[src/design/swst_map.vh]
// Timing constants for the single-wire slot timing slave
`ifndef SWST_MAP_VH
`define SWST_MAP_VH
// Times in microseconds at regular speed
`define SWST_SAMPLE_US       30
`define SWST_RESET_US        480
`define SWST_READ_VALID_US   15
`define SWST_PRES_WAIT_US    30
`define SWST_PRES_LOW_US     120
// Accelerated mode divides every time by this factor
`define SWST_FAST_DIV        10
// Clock rate in cycles per microsecond
`define SWST_CYC_PER_US      250
`define SWST_CNT_W           20
`endif

[src/design/swst_sync.v]
// Two-flop input synchroniser for the data line
`default_nettype none
module swst_sync
(
  input  wire I_CLOCK,
  input  wire I_RST_N,
  input  wire i_d,
  output wire o_q
);
  reg s1;
  reg s2;
  // Idle line is high; reset to the released level
  always @(posedge I_CLOCK or negedge I_RST_N)
  begin
    if (!I_RST_N)
    begin
      s1 <= 1'b1;
      s2 <= 1'b1;
    end
    else
    begin
      s1 <= i_d;
      s2 <= s1;
    end
  end
  assign o_q = s2;
endmodule
`default_nettype wire

[src/design/swst_slave.v]
// Single-wire bus slave bit timing engine
// Notes on behaviour
// - Slave restarts its slot timer on every falling edge of the line while idle or in a slot; edges during presence are ignored.
// - Write slots are sampled nominally 30 us after the falling edge.
// - Sampling lands within 15..60 us; master holds a stable level then.
// - Any low pulse of 480 us or more is a bus reset.
// - Read one leaves line alone; read zero holds it low 15 us.
// - Slave releases a zero within 0 to 45 us after valid time.
// - A detected reset overrides any slot in progress and restarts the slave.
// - After reset wait 30 us, then drive presence low for 120 us.
// - Endless low acts as reset; presence follows when line goes high.
// - Master starts every bit; slave only responds.
// - Accelerated mode scales all timing by ten; regular speed by default.
`default_nettype none
`include "swst_map.vh"
module swst_slave
#(
  parameter CYC_PER_US = `SWST_CYC_PER_US,
  parameter RESET_US   = `SWST_RESET_US
)
(
  input  wire I_CLOCK,
  input  wire I_RST_N,
  input  wire I_LINE_IN,
  output wire O_LINE_OUT,
  output wire O_LINE_OE,
  input  wire I_FAST_MODE,
  input  wire I_TX_VALID,
  input  wire I_TX_BIT,
  output wire O_TX_TAKEN,
  output reg  O_RX_VALID,
  output reg  O_RX_BIT,
  output reg  O_RESET_SEEN,
  output reg  O_PRESENCE
);
  localparam W = `SWST_CNT_W;
  // Cycle counts at regular speed
  localparam [W-1:0] C_SAMPLE = CYC_PER_US * `SWST_SAMPLE_US;
  localparam [W-1:0] C_RESET  = CYC_PER_US * RESET_US;
  localparam [W-1:0] C_RDV    = CYC_PER_US * `SWST_READ_VALID_US;
  localparam [W-1:0] C_PWAIT  = CYC_PER_US * `SWST_PRES_WAIT_US;
  localparam [W-1:0] C_PLOW   = CYC_PER_US * `SWST_PRES_LOW_US;

  localparam [4:0] S_IDLE  = 5'h01;
  localparam [4:0] S_SLOT  = 5'h02;
  localparam [4:0] S_LOWRS = 5'h04;
  localparam [4:0] S_PWAIT = 5'h08;
  localparam [4:0] S_PLOW  = 5'h10;

  // Scales a regular-speed count for accelerated mode
  function [W-1:0] scale;
    input [W-1:0] c;
    input         fast;
    begin
      if (fast)
        scale = c / `SWST_FAST_DIV;
      else
        scale = c;
      if (scale == {W{1'b0}})
        scale = {{(W-1){1'b0}}, 1'b1};
    end
  endfunction

  wire line;
  reg  line_d;
  reg  [4:0] state;
  reg  [W-1:0] cnt;
  reg  [W-1:0] low_cnt;
  reg  fast;
  reg  drive_zero;
  reg  sampled;
  // Set for a slot with no read bit offered, so only write slots report a sample
  reg  is_write;

  swst_sync u_sync
  (
    .I_CLOCK (I_CLOCK),
    .I_RST_N (I_RST_N),
    .i_d     (I_LINE_IN),
    .o_q     (line)
  );

  wire fall = line_d & ~line;
  wire rise = ~line_d & line;
  // Reset pulse: low long enough, including an endless low when unplugged
  // Counts this cycle too, so a low of exactly the reset length is caught
  wire rst_hit = ~line & (low_cnt + {{(W-1){1'b0}}, 1'b1} >= scale(C_RESET, fast));

  // Bit offered by the user is taken at each slot start; the slave never starts one
  assign O_TX_TAKEN = fall & I_TX_VALID & (state == S_IDLE || state == S_SLOT);
  assign O_LINE_OUT = 1'b0;
  assign O_LINE_OE  = drive_zero | (state == S_PLOW);

  always @(posedge I_CLOCK or negedge I_RST_N)
  begin
    if (!I_RST_N)
    begin
      line_d       <= 1'b1;
      state        <= S_IDLE;
      cnt          <= {W{1'b0}};
      low_cnt      <= {W{1'b0}};
      fast         <= 1'b0;
      drive_zero   <= 1'b0;
      sampled      <= 1'b0;
      is_write     <= 1'b0;
      O_RX_VALID   <= 1'b0;
      O_RX_BIT     <= 1'b0;
      O_RESET_SEEN <= 1'b0;
      O_PRESENCE   <= 1'b0;
    end
    else
    begin
      line_d       <= line;
      O_RX_VALID   <= 1'b0;
      O_RESET_SEEN <= 1'b0;
      if (line)
        low_cnt <= {W{1'b0}};
      else if (low_cnt != {W{1'b1}})
        low_cnt <= low_cnt + {{(W-1){1'b0}}, 1'b1};
      if (rst_hit && state != S_LOWRS)
      begin
        // Reset overrides any slot, releases the line, drops back to regular speed
        state        <= S_LOWRS;
        drive_zero   <= 1'b0;
        O_PRESENCE   <= 1'b0;
        O_RESET_SEEN <= 1'b1;
        fast         <= 1'b0;
      end
      else
      begin
        case (state)
          S_IDLE, S_SLOT:
          begin
            if (fall)
            begin
              // Resynchronise on every falling edge
              state      <= S_SLOT;
              cnt        <= {W{1'b0}};
              sampled    <= 1'b0;
              is_write   <= ~I_TX_VALID;
              drive_zero <= I_TX_VALID & ~I_TX_BIT;
            end
            else if (state == S_SLOT)
            begin
              cnt <= cnt + {{(W-1){1'b0}}, 1'b1};
              // Read zero held for the valid time, released at once after it
              if (cnt + {{(W-1){1'b0}}, 1'b1} >= scale(C_RDV, fast))
                drive_zero <= 1'b0;
              // Mid-slot sample of the master's bit
              if (!sampled && cnt + {{(W-1){1'b0}}, 1'b1} == scale(C_SAMPLE, fast))
              begin
                sampled    <= 1'b1;
                O_RX_VALID <= is_write;
                if (is_write)
                  O_RX_BIT <= line;
                state      <= S_IDLE;
              end
            end
          end
          S_LOWRS:
            if (rise)
            begin
              // Presence follows the end of any reset low
              state <= S_PWAIT;
              cnt   <= {W{1'b0}};
              fast  <= I_FAST_MODE;
            end
          S_PWAIT:
          begin
            cnt <= cnt + {{(W-1){1'b0}}, 1'b1};
            if (cnt + {{(W-1){1'b0}}, 1'b1} >= scale(C_PWAIT, fast))
            begin
              state      <= S_PLOW;
              cnt        <= {W{1'b0}};
              O_PRESENCE <= 1'b1;
            end
          end
          S_PLOW:
          begin
            cnt <= cnt + {{(W-1){1'b0}}, 1'b1};
            if (cnt + {{(W-1){1'b0}}, 1'b1} >= scale(C_PLOW, fast))
            begin
              state      <= S_IDLE;
              O_PRESENCE <= 1'b0;
            end
          end
          default:
            state <= S_IDLE;
        endcase
      end
    end
  end
endmodule
`default_nettype wire

[config.mk]
export PLATFORM = sky130hd
export DESIGN_NAME = swst_slave
export DESIGN_NICKNAME = d
export VERILOG_FILES = /design/src/design/swst_sync.v /design/src/design/swst_slave.v
export VERILOG_INCLUDE_DIRS = /design/src /design/src/design
export SDC_FILE = /design/constraint.sdc
export NUM_CORES = 1
export LEC_CHECK = 0
export ABC_AREA = 1
export CORE_MARGIN = 2
export CORE_UTILIZATION = 55
export CTS_CLUSTER_DIAMETER = 100
export DETAILED_ROUTE_END_ITERATION = 12
export DONT_BUFFER_PORTS = 1
export GPL_ROUTABILITY_DRIVEN = 0
export PLACE_DENSITY = 0.69
export SLEW_MARGIN = 20
export SYNTH_ARGS = -nofsm -noshare
export SYNTH_HDL_FRONTEND = slang
export SYNTH_SLANG_ARGS = --single-unit
[constraint.sdc]
create_clock -name I_CLOCK -period 5.4 [get_ports I_CLOCK]
set_clock_uncertainty 0.2 [all_clocks]
set_input_delay 0.81 -clock I_CLOCK [delete_from_list [all_inputs] [get_ports I_CLOCK]]
set_output_delay 0.81 -clock I_CLOCK [all_outputs]
set_load 0.03 [all_outputs]
==> impl_results.rst, run 1 <==
.. list-table::
   :header-rows: 1

   * - Metric
     - Value
   * - Post-Synth Simple-Gate Area
     - 35.41%
   * - Average vias per placed instance
     - 5.239
   * - Average routed wire per standard cell
     - 13.32 µm
   * - Multiplexer share of the synthesized area
     - 0%
   * - Minimum clock period
     - 3.662 ns
   * - Avg Cell Area, Syn
     - 6.955 µm²
   * - Tightest slew margin relative to the limit
     - 53.49%
   * - Die Area
     - 0.008630 mm²
   * - Cell area after synthesis
     - 0.004347 mm²
   * - Largest driver fanout on the critical path
     - 20
   * - Synth Flop Type
     - sky130_fd_sc_hd__dfrtp_1
   * - Number of optimization iterations in the first detailed-route pass
     - 5
   * - Aggregate routed wire length
     - 9685 µm
   * - Global-route wire length before repair
     - 16950 µm
   * - Number of slew-limit violations in the final report
     - 0
   * - Overall die height
     - 92.90 µm
   * - Endpoint type of the worst setup path
     - register
   * - Clock transition at the registers of the reported paths
     - 0.11 ns
   * - HPWL after detailed placement
     - 7180 µm
   * - Cell variety after synth
     - 41
   * - Clock Path Buffers
     - 2
   * - Yosys warns
     - 0
   * - Share of the cycle needed by the critical path after routing
     - 67.81%
   * - Filler cell count in the final layout
     - 729
   * - Share of the synthesized area in compound gates (AO/OA/AOI/OAI)
     - 10.02%
   * - Detailed-route via count
     - 3809
   * - Number of clock buffers inserted by TritonCTS
     - 5
   * - Sequential cell area in the final layout
     - 0.001406 mm²
   * - Cell area power density
     - 226.2 mW/mm²
   * - Residual DRC
     - 0
   * - Number of core rows
     - 32
   * - Clock net sink count
     - 56
   * - MaxCap Viol Count
     - 0
   * - Registers with the highest flip-flop counts
     - cnt (20), low_cnt (20), state (5)
   * - Footprint of the multi-input gates
     - 0.002476 mm²
   * - Worst-Margin Slew
     - 0.6951 ns
   * - Cell at the slowest stage of the critical path
     - sky130_fd_sc_hd__nand3_2
   * - Most prevalent standard cell on the critical path
     - sky130_fd_sc_hd__nand2_1
   * - Portion of the post-synthesis area used by sequential elements
     - 32.35%
   * - Setup TNS
     - 0 ns
   * - Crit path largest cell delay
     - 0.55 ns
   * - Seq cells post-synth
     - 56
   * - CTS H-tree depth
     - 2
   * - Async set-or-reset flop fraction in the synthesized netlist
     - 100.0%
   * - Vias in the first global route
     - 3662
   * - Final antenna diode count
     - 0
   * - Synth cell count leaders
     - sky130_fd_sc_hd__nand2_1 (184), sky130_fd_sc_hd__inv_1 (96), sky130_fd_sc_hd__nor2_1 (63)
   * - Global route total overflow
     - 0
   * - Die extent in x
     - 92.90 µm
   * - Final count of negative-setup-slack endpoints
     - 0
   * - Highest ir drop seen on vdd
     - 0.0001689 V
   * - Main combinational cell family by area after synthesis
     - simple AND/OR/NAND/NOR gates
   * - Data arrival time at the worst-slack endpoint
     - 3.70 ns
   * - Leakage
     - 0.002404 µW
   * - Startpoint type of the worst setup path
     - register
   * - GRT Total Usage
     - 24.32%
   * - Final count of hold timing violations
     - 0
   * - Clock latency on the worst-skew pair
     - 0.32 ns
   * - Setup repair after global routing missed its margin
     - false
   * - Synthesized-area fraction occupied by xor and xnor cells
     - 3.397%
   * - Relative area change from synthesis to final layout
     - 4.433%
   * - Worst EP required
     - 5.43 ns
   * - Post-synth top area share
     - 29.94%
   * - Proportion of layout cells with a drive suffix above 1
     - 9.920%
   * - Fmax
     - 273.1 MHz
   * - Post-DRT Antenna Nets
     - 0
   * - Worst hold-check path type
     - in2async
   * - Nets
     - 658
   * - Status
     - finished clean
   * - Arithmetic-cell share of the synthesized area counting full adders, half adders and majority gates
     - 8.060%
   * - Count of input and output buffers
     - 0
   * - Most frequently used cell type in the post-synthesis netlist
     - sky130_fd_sc_hd__nand2_1
   * - # IOs
     - 13
   * - Cells taking the most area after synthesis
     - sky130_fd_sc_hd__dfrtp_1 (30%), sky130_fd_sc_hd__nand2_1 (16%), sky130_fd_sc_hd__inv_1 (8.3%), sky130_fd_sc_hd__ha_1 (8.1%), sky130_fd_sc_hd__nor2_1 (5.4%)
   * - CTS tree
     - yes
   * - First DRT Iteration DRCs
     - 205
   * - Area inside the core boundary
     - 0.007687 mm²
   * - Chain of cells forming the critical path
     - ha_1, nand3_1, nor2_2, nand2_1, inv_1, nand2_1, nor2_1, xor2_1, inv_1, ha_1, a21oi_1, o21ai_0, nand3_1, nand2_1, clkinv_1, nand2_2, nand2_2, nand3_2, o21ai_1
   * - Initial antenna violation count
     - 0
   * - Count of flip-flops with a built-in enable after synthesis
     - 0
   * - Path type of the worst setup path
     - reg2reg
   * - Starting Density
     - 56.54%
   * - Post-CTS Repair Setup Buffers
     - 0
   * - Biggest area consumer among synthesized cells
     - sky130_fd_sc_hd__dfrtp_1
   * - Syn Nets
     - 659
   * - Root buf cell
     - sky130_fd_sc_hd__clkbuf_8
   * - Share of the core filled with cells
     - 59.05%
   * - Post-Syn Instances
     - 625
   * - Pin count of the biggest net entering global routing
     - 53
   * - Register-to-register setup slack
     - 1.74 ns
   * - Gates resized, CTS repair
     - 0
logic make-up (layout without fill, tap and decap cells):
logic type	Yosys count	after routing
AOI/OAI and AO/OA	69	69
other	1	1
adders and majority gates	28	28
and+or+nand+nor	344	344
xor gates and xnor gates	16	16
DFF	56	56
buffers and inverters	111	111
layout make-up:
cell class	count	area share [%]
flip-flops and latches	56	30.98
repair buffers	1	0.6064
clock buffers	5	1.516
multi-input cells	458	54.55
well taps	102	2.811
inverters	102	8.490
clock inverters	3	1.047
routing by layer:
| metal | up-vias | global-route usage, % | share of wire, % |
|---|---|---|---|
| met3 | 15 | 3.336 | 3.5 |
| met1 | 1749 | 32.59 | 47 |
| met2 | 71 | 41.36 | 48 |
| met4 | 0 | 6.373 | 1.5 |
| met5 | - | 0 | 0 |
| li1 | 1974 | - | - |
cells in the final DEF (no fill, tap or decap), drive strengths merged, types with 6 or more instances in the layout:
master	netlist	final
nand2	192	192
inv	101	101
nor2	76	76
dfrtp	52	52
nand3	42	42
o21ai	42	42
ha	28	28
a21oi	16	16
nor3	11	11
nand4	10	10
xor2	10	10
nand3b	6	6
xnor2	6	6
metrics by stage:
step           cell area (µm²)  power [µW]  worst slack (ns)  cells  hold slack (ns)
2_1_floorplan             4347       698.1             2.589    625           0.1452
3_3_place_gp              4395       724.7             1.909    718           0.1485
3_5_place_dp              4395       730.1             1.772    718           0.1479
4_1_cts                   4539        1033             1.732    727           0.1169
5_1_grt                   4539        1091             1.269    727           0.1038
6_report                  4539        1027             1.738    727           0.1204
final timing paths:
path / start / end / depth (start not counted)
worst max-delay path: low_cnt[1] / cnt[18] / 19
worst min-delay path: I_RST_N / u_sync.s1 / 0
worst max register to register: low_cnt[1] / cnt[18] / 19
worst min register to register: u_sync.s1 / u_sync.o_q / 0
max in group asynchronous: I_RST_N / O_PRESENCE / 1
min in group I_CLOCK: u_sync.s1 / u_sync.o_q / 0
worst max-delay path, delay by kind of cell, from the launching register on:
kind	cells	cell delay [ns]
compound gates	3	0.54
xor+xnor	1	0.18
fa+ha+maj	2	0.46
buf+inv	3	0.20
flops	1	0.40
simple gates	10	1.59
timing repair:
item	CTS	global route
endpoints found under the setup margin	0	0
hold endpoints to repair	52	0
hold buffers	1	0
power by group:
part | internal (µW) | leakage [µW] | switching, µW
combinational | 76.8 | 0.00159 | 167
sequential | 454 | 0.000755 | 33.4
clock | 140 | 0.0000583 | 156
No activity file was read; power rests on OpenSTA's default activity.
==> run 2: changes to the inputs <==
==> constraint.sdc (replaced) <==
create_clock -name I_CLOCK -period 3.46 [get_ports I_CLOCK]
set_clock_uncertainty 0.2 [all_clocks]
set_input_delay 0.519 -clock I_CLOCK [delete_from_list [all_inputs] [get_ports I_CLOCK]]
set_output_delay 0.519 -clock I_CLOCK [all_outputs]
set_load 0.03 [all_outputs]
==> run 2 against run 1 <==
Against the previous run:
- fmax increased by 17%
- sequential share of layout area decreased by 0.50 points
- cell count increased by 0.96%
- non-clock buffer count increased by 7
- via count increased by 0.39%
- sequential power increased by 56%
- clock power increased by 36%
- combinational power increased by 74%
- global-route usage about the same
- worst setup slack got worse by 1.4 ns
- highest routed layer unchanged
==> impl_results.rst, run 2 (synthesized netlist as in run 1, its figures left out) <==
.. list-table::
   :header-rows: 1

   * - Metric
     - Value
   * - Status
     - finished clean (unchanged)
   * - Final count of hold timing violations
     - 0 (unchanged)
   * - Clock latency on the worst-skew pair
     - 0.32 ns (about the same)
   * - Number of core rows
     - 32 (unchanged)
   * - Detailed-route via count
     - 3824 (was 3809)
   * - Filler cell count in the final layout
     - 758 (was 729)
   * - Overall die height
     - 92.90 µm (unchanged)
   * - Internal Power
     - 1003 µW (was 670.6 µW)
   * - Crit path largest cell delay
     - 0.44 ns (was 0.55 ns)
   * - Starting Density
     - 56.54% (unchanged)
   * - Most common cell after layout, fill and taps aside
     - sky130_fd_sc_hd__nand2_1 (unchanged)
   * - Switching part of the total power
     - 36.76% (was 34.70%)
   * - Proportion of layout cells with a drive suffix above 1
     - 10.92% (was 9.920%)
   * - Chain of cells forming the critical path
     - ha_4, nand3_1, nor2_2, nand2_1, inv_1, nand2_1, nor2_1, xor2_1, inv_1, ha_1, a21oi_1, o21ai_0, nand3_1, nand2_1, clkinv_1, nand2_2, nand2_4, nand3_2, buf_12, o21ai_2 (was ha_1, nand3_1, nor2_2, nand2_1, inv_1, nand2_1, nor2_1, xor2_1, inv_1, ha_1, a21oi_1, o21ai_0, nand3_1, nand2_1, clkinv_1, nand2_2, nand2_2, nand3_2, o21ai_1)
   * - Global-route wire length before repair
     - 16740 µm (was 16950 µm)
   * - GRT Total Usage
     - 24.34% (was 24.32%)
   * - Cell area power density
     - 343.4 mW/mm² (was 226.2 mW/mm²)
   * - Nets
     - 665 (was 658)
   * - Post-DRT Antenna Nets
     - 0 (unchanged)
   * - Worst hold path cell count
     - 1
   * - Setup repair after global routing missed its margin
     - false (unchanged)
   * - Top delay family on crit path
     - simple AND/OR/NAND/NOR gates (unchanged)
   * - Clock net sink count
     - 56 (unchanged)
   * - Path type of the worst setup path
     - reg2reg (unchanged)
   * - Share of the cycle needed by the critical path after routing
     - 90.65% (was 67.81%)
   * - Tightest slew margin relative to the limit
     - 54.38% (was 53.49%)
   * - Fin cells
     - 734 (was 727)
   * - Average vias per placed instance
     - 5.210 (was 5.239)
   * - Residual DRC
     - 0 (unchanged)
   * - Aggregate routed wire length
     - 9776 µm (was 9685 µm)
   * - Post-CTS Repair Setup Buffers
     - 0 (unchanged)
   * - # IOs
     - 13 (unchanged)
   * - Highest-count cells in the layout ignoring fill and taps
     - sky130_fd_sc_hd__nand2_1 (184), sky130_fd_sc_hd__inv_1 (96), sky130_fd_sc_hd__nor2_1 (63), sky130_fd_sc_hd__dfrtp_1 (51), sky130_fd_sc_hd__nand3_1 (39) (was sky130_fd_sc_hd__nand2_1 (184), sky130_fd_sc_hd__inv_1 (96), sky130_fd_sc_hd__nor2_1 (63), sky130_fd_sc_hd__dfrtp_1 (52), sky130_fd_sc_hd__nand3_1 (39))
   * - Number of slew-limit violations in the final report
     - 0 (unchanged)
   * - Number of optimization iterations in the first detailed-route pass
     - 4 (was 5)
   * - CTS tree
     - yes (unchanged)
   * - Fmax
     - 318.8 MHz (was 273.1 MHz)
   * - Global route total overflow
     - 0 (unchanged)
   * - Clock Path Buffers
     - 2 (unchanged)
   * - Endpoint type of the worst setup path
     - register (unchanged)
   * - Die extent in x
     - 92.90 µm (unchanged)
   * - Vias in the first global route
     - 3756 (was 3662)
   * - Die Area
     - 0.008630 mm² (unchanged)
   * - Cells on worst reg2reg path
     - 20 (was 19)
   * - Cell at the slowest stage of the critical path
     - sky130_fd_sc_hd__dfrtp_1 (was sky130_fd_sc_hd__nand3_2)
   * - Relative area change from synthesis to final layout
     - 6.246% (was 4.433%)
   * - Worst hold-check path type
     - in2reg (was in2async)
   * - Setup TNS
     - 0 ns (unchanged)
   * - MaxCap Viol Count
     - 0 (unchanged)
   * - Pin count of the biggest net entering global routing
     - 57 (was 53)
   * - Number of cells in the design after placement
     - 723 (was 718)
   * - Largest driver fanout on the critical path
     - 20 (unchanged)
   * - HPWL after detailed placement
     - 7363 µm (was 7180 µm)
   * - Worst-Margin Slew
     - 0.6817 ns (was 0.6951 ns)
   * - Area inside the core boundary
     - 0.007687 mm² (unchanged)
   * - Initial antenna violation count
     - 0 (unchanged)
   * - Startpoint type of the worst setup path
     - register (unchanged)
   * - Clock transition at the registers of the reported paths
     - 0.11 ns (about the same)
   * - Cell depth of the worst setup path
     - 20 (was 19)
   * - Average routed wire per standard cell
     - 13.32 µm (about the same)
   * - Highest ir drop seen on vdd
     - 0.0002357 V (was 0.0001689 V)
   * - First DRT Iteration DRCs
     - 150 (was 205)
   * - Final antenna diode count
     - 0 (unchanged)
   * - Worst EP required
     - 3.52 ns (was 5.43 ns)
   * - Most prevalent standard cell on the critical path
     - sky130_fd_sc_hd__nand2_1 (unchanged)
   * - Switching power total
     - 583.0 µW (was 356.3 µW)
   * - Final count of negative-setup-slack endpoints
     - 0 (unchanged)
   * - Minimum clock period
     - 3.137 ns (was 3.662 ns)
   * - Leakage
     - 0.002441 µW (was 0.002404 µW)
   * - Post-route total power
     - 1586 µW (was 1027 µW)
   * - Share of total power in combinational logic
     - 26.8% (was 23.8%)
   * - Root buf cell
     - sky130_fd_sc_hd__clkbuf_8 (unchanged)
   * - Count of input and output buffers
     - 0 (unchanged)
   * - CTS H-tree depth
     - 2 (unchanged)
   * - Number of clock buffers inserted by TritonCTS
     - 5 (unchanged)
   * - Registers with the highest flip-flop counts
     - cnt (20), low_cnt (20), state (5) (unchanged)
   * - Buf/Inv on CP
     - 4 (was 3)
   * - Clock network fraction of design power
     - 25.3% (was 28.8%)
   * - Sequential cell fraction of total power
     - 47.9% (was 47.4%)
   * - Data arrival time at the worst-slack endpoint
     - 3.19 ns (was 3.70 ns)
==> run 2: cell count changes in the layout (fill, tap and decap cells not counted), moves of 2 or more <==
cell | previous run | this run
sky130_fd_sc_hd__buf_4 | 0 | 4
sky130_fd_sc_hd__clkinv_4 | 2 | 0
sky130_fd_sc_hd__dlygate4sd3_1 | 0 | 2
sky130_fd_sc_hd__inv_6 | 0 | 2
==> run 2: area by class of cell <==
| class | instances | area, µm² | share of cell area [%] |
|---|---|---|---|
| well taps | 102 | 127.6 | 2.763 |
| repair buffers | 8 | 97.59 | 2.113 |
| clock inverters | 3 | 28.78 | 0.6231 |
| clock buffers | 5 | 68.82 | 1.490 |
| flip-flops and latches | 56 | 1408 | 30.48 |
| multi-input cells | 458 | 2502 | 54.19 |
| inverters | 102 | 385.4 | 8.345 |
==> run 2: path summary, 6_finish.rpt <==
kind,startpoint,end,slack (ns)
worst max-delay path,low_cnt[1],cnt[0],0.32
worst min-delay path,I_TX_VALID,is_write,0.07
worst max register to register,low_cnt[1],cnt[0],0.32
worst min register to register,u_sync.s1,u_sync.o_q,0.16
max in group asynchronous,I_RST_N,state[0],2.25
min in group asynchronous,I_RST_N,cnt[8],0.51
==> run 2: routing by layer <==
| layer | up-vias | wire length [µm] | global-route usage [%] | part of all wire [%] |
|---|---|---|---|---|
| met5 | - | 0 | 0 | 0 |
| met4 | 0 | 217 | 9.559 | 2.2 |
| met3 | 17 | 288 | 3.499 | 2.9 |
| met2 | 54 | 4719 | 42.09 | 48 |
| met1 | 1782 | 4550 | 30.61 | 47 |
| li1 | 1971 | - | - | - |
==> run 2: stage by stage <==
stage	util, %	area, µm²	hold slack, ns	worst slack (ns)
detailed placement	57.83	4446	0.02593	0.1552
global placement	57.83	4446	0.02566	0.1683
CTS	59.72	4591	0.06258	0.1175
finish	60.07	4618	0.07187	0.3235
floorplan	-	4347	0.02341	0.6488
global route	60.07	4618	0.05709	0.02885
==> run 2: power groups by stage <==
stage	combinational [µW]	clock [µW]	sequential (µW)
finish	424	402	760
global route	480	435	766
CTS	419	413	757
detailed placement	396	0	770
global placement	386	0	769
floorplan	335	0	755
==> run 2: timing repair <==
action / 4_1_cts / 5_1_grt
hold buffers: 3 / 0
endpoints found under the hold margin: 57 / 0
gates resized for setup: 0 / 5
endpoints found under the setup margin: 0 / 30
==> run 3: changes to the inputs <==
--- a/config.mk
+++ b/config.mk
@@ -6,14 +6,13 @@
 export SDC_FILE = /design/constraint.sdc
 export NUM_CORES = 1
 export LEC_CHECK = 0
-export ABC_AREA = 1
 export CORE_MARGIN = 2
-export CORE_UTILIZATION = 55
+export CORE_UTILIZATION = 30
 export CTS_CLUSTER_DIAMETER = 100
 export DETAILED_ROUTE_END_ITERATION = 12
 export DONT_BUFFER_PORTS = 1
 export GPL_ROUTABILITY_DRIVEN = 0
-export PLACE_DENSITY = 0.69
+export PLACE_DENSITY = 0.43
 export SLEW_MARGIN = 20
 export SYNTH_ARGS = -nofsm -noshare
 export SYNTH_HDL_FRONTEND = slang
==> run 3 against run 2 <==
Against the previous run:
- the run now ends with setup timing left
- design area up 23%
- clock power increased by 65%
- critical endpoint is now cnt[10]
- sequential cell count unchanged
==> impl_results.rst, run 3 <==
.. list-table::
   :header-rows: 1

   * - Metric
     - Value
   * - Overall die height
     - 120.8 µm (was 92.90 µm)
   * - Status
     - complete, but fails checks (was finished clean)
   * - Share of total power in combinational logic
     - 37.7% (was 26.8%)
   * - Worst slack after detailed placement
     - -0.4676 ns (was 0.1552 ns)
   * - Root buf cell
     - sky130_fd_sc_hd__clkbuf_16 (was sky130_fd_sc_hd__clkbuf_8)
   * - Pin count of the biggest net entering global routing
     - 57 (unchanged)
   * - Seq cells post-synth
     - 56 (unchanged)
   * - Count of input and output buffers
     - 0 (unchanged)
   * - Global route total overflow
     - 0 (unchanged)
   * - Avg Cell Area, Syn
     - 8.726 µm² (was 6.955 µm²)
   * - Clock net sink count
     - 56 (unchanged)
   * - Starting Density
     - 30.78% (was 56.54%)
   * - Post-synth top area share
     - 31.79% (was 29.94%)
   * - Minimum clock period
     - 3.846 ns (was 3.137 ns)
   * - Average vias per placed instance
     - 5.096 (was 5.210)
   * - Synth Flop Type
     - sky130_fd_sc_hd__dfrtp_1 (unchanged)
   * - Number of clock buffers inserted by TritonCTS
     - 5 (unchanged)
   * - Violations in the final reports
     - setup timing
   * - Fmax
     - 260.0 MHz (was 318.8 MHz)
   * - Biggest area consumer among synthesized cells
     - sky130_fd_sc_hd__dfrtp_1 (unchanged)
   * - Clock latency on the worst-skew pair
     - 0.31 ns (was 0.32 ns)
   * - Die Area
     - 0.01459 mm² (was 0.008630 mm²)
   * - Post-DRT Antenna Nets
     - 0 (unchanged)
   * - Cell area power density
     - 406.1 mW/mm² (was 343.4 mW/mm²)
   * - Setup repair after global routing missed its margin
     - true (was false)
   * - Synth cell count leaders
     - sky130_fd_sc_hd__dfrtp_1 (52), sky130_fd_sc_hd__nand2_1 (52), sky130_fd_sc_hd__o21ai_0 (35) (was sky130_fd_sc_hd__nand2_1 (184), sky130_fd_sc_hd__inv_1 (96), sky130_fd_sc_hd__nor2_1 (63))
   * - Registers with the highest flip-flop counts
     - cnt (20), low_cnt (20), state (5) (unchanged)
   * - Vias in the first global route
     - 3655 (was 3756)
   * - Final antenna diode count
     - 0 (unchanged)
   * - Startpoint type of the worst setup path
     - register (unchanged)
   * - Number of core rows
     - 42 (was 32)
   * - Endpoint type of the worst setup path
     - register (unchanged)
   * - Highest ir drop seen on vdd
     - 0.0002702 V (was 0.0002357 V)
   * - Internal Power
     - 1510 µW (was 1003 µW)
   * - Final count of hold timing violations
     - 0 (unchanged)
   * - Tightest slew margin relative to the limit
     - 57.66% (was 54.38%)
   * - Most common cell after layout, fill and taps aside
     - sky130_fd_sc_hd__buf_4 (was sky130_fd_sc_hd__nand2_1)
   * - First DRT Iteration DRCs
     - 226 (was 150)
   * - Worst-Margin Slew
     - 0.6350 ns (was 0.6817 ns)
   * - Number of slew-limit violations in the final report
     - 0 (unchanged)
   * - Die extent in x
     - 120.8 µm (was 92.90 µm)
   * - Detailed-route via count
     - 3756 (was 3824)
   * - Relative area change from synthesis to final layout
     - 38.43% (was 6.246%)
   * - # IOs
     - 13 (unchanged)
   * - Fin cells
     - 737 (was 734)
   * - Proportion of layout cells with a drive suffix above 1
     - 31.37% (was 10.92%)
   * - Cells taking the most area after synthesis
     - sky130_fd_sc_hd__dfrtp_1 (32%), sky130_fd_sc_hd__ha_1 (8.6%), sky130_fd_sc_hd__nand2_1 (4.8%), sky130_fd_sc_hd__o21ai_0 (4.3%), sky130_fd_sc_hd__xor2_1 (3.9%) (was sky130_fd_sc_hd__dfrtp_1 (30%), sky130_fd_sc_hd__nand2_1 (16%), sky130_fd_sc_hd__inv_1 (8.3%), sky130_fd_sc_hd__ha_1 (8.1%), sky130_fd_sc_hd__nor2_1 (5.4%))
   * - Data arrival time at the worst-slack endpoint
     - 3.86 ns (was 3.19 ns)
   * - HPWL after detailed placement
     - 8218 µm (was 7363 µm)
   * - Clock transition at the registers of the reported paths
     - 0.07 ns (was 0.11 ns)
   * - Final setup slack of the worst path
     - -0.3861 ns (was 0.3235 ns)
   * - Sequential cell fraction of total power
     - 33.5% (was 47.9%)
   * - CTS tree
     - yes (unchanged)
   * - Leakage
     - 0.002535 µW (was 0.002441 µW)
   * - Area inside the core boundary
     - 0.01330 mm² (was 0.007687 mm²)
   * - Portion of the post-synthesis area used by sequential elements
     - 34.36% (was 32.35%)
   * - Number of cells in the design after placement
     - 707 (was 723)
   * - Yosys warns
     - 0 (unchanged)
   * - Count of flip-flops with a built-in enable after synthesis
     - 0 (unchanged)
   * - Nets
     - 594 (was 665)
   * - Initial antenna violation count
     - 0 (unchanged)
   * - Worst hold-check path type
     - reg2reg (was in2reg)
   * - GRT Total Usage
     - 16.45% (was 24.34%)
   * - Residual DRC
     - 0 (unchanged)
   * - Async set-or-reset flop fraction in the synthesized netlist
     - 100.0% (unchanged)
   * - Worst EP required
     - 3.48 ns (was 3.52 ns)
   * - Cell variety after synth
     - 65 (was 41)
   * - Switching part of the total power
     - 34.38% (was 36.76%)
   * - Largest driver fanout on the critical path
     - 6 (was 20)
   * - Path type of the worst setup path
     - reg2reg (unchanged)
   * - Average routed wire per standard cell
     - 15.95 µm (was 13.32 µm)
   * - Post-route total power
     - 2301 µW (was 1586 µW)
   * - Share of the cycle needed by the critical path after routing
     - 111.2% (was 90.65%)
   * - Highest-count cells in the layout ignoring fill and taps
     - sky130_fd_sc_hd__buf_4 (91), sky130_fd_sc_hd__dfrtp_1 (51), sky130_fd_sc_hd__nand2_1 (51), sky130_fd_sc_hd__o21ai_0 (31), sky130_fd_sc_hd__nor2_1 (27) (was sky130_fd_sc_hd__nand2_1 (184), sky130_fd_sc_hd__inv_1 (96), sky130_fd_sc_hd__nor2_1 (63), sky130_fd_sc_hd__dfrtp_1 (51), sky130_fd_sc_hd__nand3_1 (39))
   * - Clock network fraction of design power
     - 28.8% (was 25.3%)
   * - Number of optimization iterations in the first detailed-route pass
     - 4 (unchanged)
   * - CTS H-tree depth
     - 2 (unchanged)
   * - Switching power total
     - 791.0 µW (was 583.0 µW)
   * - Clock Path Buffers
     - 2 (unchanged)
   * - Syn Nets
     - 503 (was 659)
   * - MaxCap Viol Count
     - 0 (unchanged)
   * - Aggregate routed wire length
     - 11750 µm (was 9776 µm)
   * - Global-route wire length before repair
     - 18790 µm (was 16740 µm)
   * - Final count of negative-setup-slack endpoints
     - 26 (was 0)
   * - Post-Syn Instances
     - 469 (was 625)
   * - Cell area after synthesis
     - 0.004093 mm² (was 0.004347 mm²)
==> run 3: cell count changes after synthesis, moves of 9 or more <==
cell / change
sky130_fd_sc_hd__nand3_1: -21
sky130_fd_sc_hd__clkbuf_1: +10
sky130_fd_sc_hd__nor2_1: -30
sky130_fd_sc_hd__nand2_1: -132
sky130_fd_sc_hd__inv_1: -75
sky130_fd_sc_hd__o21ai_0: +15
sky130_fd_sc_hd__o21ai_2: -16
sky130_fd_sc_hd__nand2b_1: +16
sky130_fd_sc_hd__xor2_1: +9
==> run 3: worst paths after layout <==
path	start	endpoint	slack (ns)	cells after the start
setup / recovery	cnt[1]	cnt[10]	-0.39	15
hold / removal	u_sync.s1	u_sync.o_q	0.17	0
setup reg to reg	cnt[1]	cnt[10]	-0.39	15
hold reg to reg	u_sync.s1	u_sync.o_q	0.17	0
max in group asynchronous	I_RST_N	u_sync.s1	2.21	2
min in group asynchronous	I_RST_N	low_cnt[1]	0.54	2
==> run 3: timing repair <==
action | CTS | global route
pin swaps | 8 | 29
setup buffers | 5 | 12
endpoints found under the setup margin | 26 | 29
cloned | 1 | 1
hold endpoints to repair | 57 | 0
hold buffers | 3 | 0
resized for setup | 12 | 53
==> run 3: layer usage <==
layer / vias up / wire [µm] / global-route usage, %
li1: 1890 / - / -
met1: 1815 / 5730 / 22.43
met4: 0 / 166 / 4.360
met3: 8 / 276 / 3.255
met2: 43 / 5579 / 26.59
met5: - / 0 / 0
==> run 3: cells by family (layout without fill, tap and decap cells) <==
logic type / after synthesis / in the layout / synth area share, %
AO/OA/AOI/OAI: 112 / 112 / 19.69
XOR/XNOR: 28 / 28 / 5.992
adder cells (fa/ha/maj): 28 / 28 / 8.560
buffers and inverters: 40 / 131 / 4.219
flip-flops: 56 / 56 / 34.36
multiplexers: 6 / 6 / 1.559
other: 1 / 1 / 0.09163
AND/OR/NAND/NOR: 198 / 199 / 25.53
==> run 3: critical path, stage by stage (launching register included) <==
cell	delay [ns]
sky130_fd_sc_hd__dfrtp_1	0.40
sky130_fd_sc_hd__ha_4	0.15
sky130_fd_sc_hd__nand4_1	0.17
sky130_fd_sc_hd__nor2_2	0.22
sky130_fd_sc_hd__nand2_2	0.10
sky130_fd_sc_hd__xnor2_2	0.19
sky130_fd_sc_hd__ha_4	0.24
sky130_fd_sc_hd__buf_6	0.12
sky130_fd_sc_hd__a31oi_4	0.17
sky130_fd_sc_hd__a21oi_2	0.06
sky130_fd_sc_hd__or4_1	0.52
sky130_fd_sc_hd__o31a_1	0.28
sky130_fd_sc_hd__o221a_4	0.34
sky130_fd_sc_hd__buf_6	0.12
sky130_fd_sc_hd__or2_4	0.26
sky130_fd_sc_hd__o31ai_2	0.21
==> run 3: metrics by stage <==
stage / instance area, µm² / util, % / setup TNS [ns] / hold slack [ns]
5_1_grt: 5665 / 42.61 / -11.92 / 0.1657
6_report: 5665 / 42.61 / -7.523 / 0.1652
2_1_floorplan: 4154 / - / -2.062 / 0.02341
4_1_cts: 5214 / 39.22 / -4.581 / 0.1639
3_3_place_gp: 4881 / 36.71 / -7.448 / 0.02867
3_5_place_dp: 4881 / 36.71 / -9.091 / 0.02866
==> run 3: power groups by stage <==
stage	clock network (µW)	logic, µW	registers (µW)
floorplan	0	460	769
global placement	0	677	777
detailed placement	0	683	781
CTS	691	743	767
global route	711	957	780
finish	662	867	771
==> run 3: layout make-up <==
cell class | instances | area (µm²)
sequential | 56 | 1408
timing repair buffer | 102 | 869.6
inverter | 21 | 78.83
clock inverter | 2 | 60.06
multi-input combinational | 374 | 2900
fill | 1290 | 7630
tap | 176 | 220.2
clock buffer | 6 | 128.9
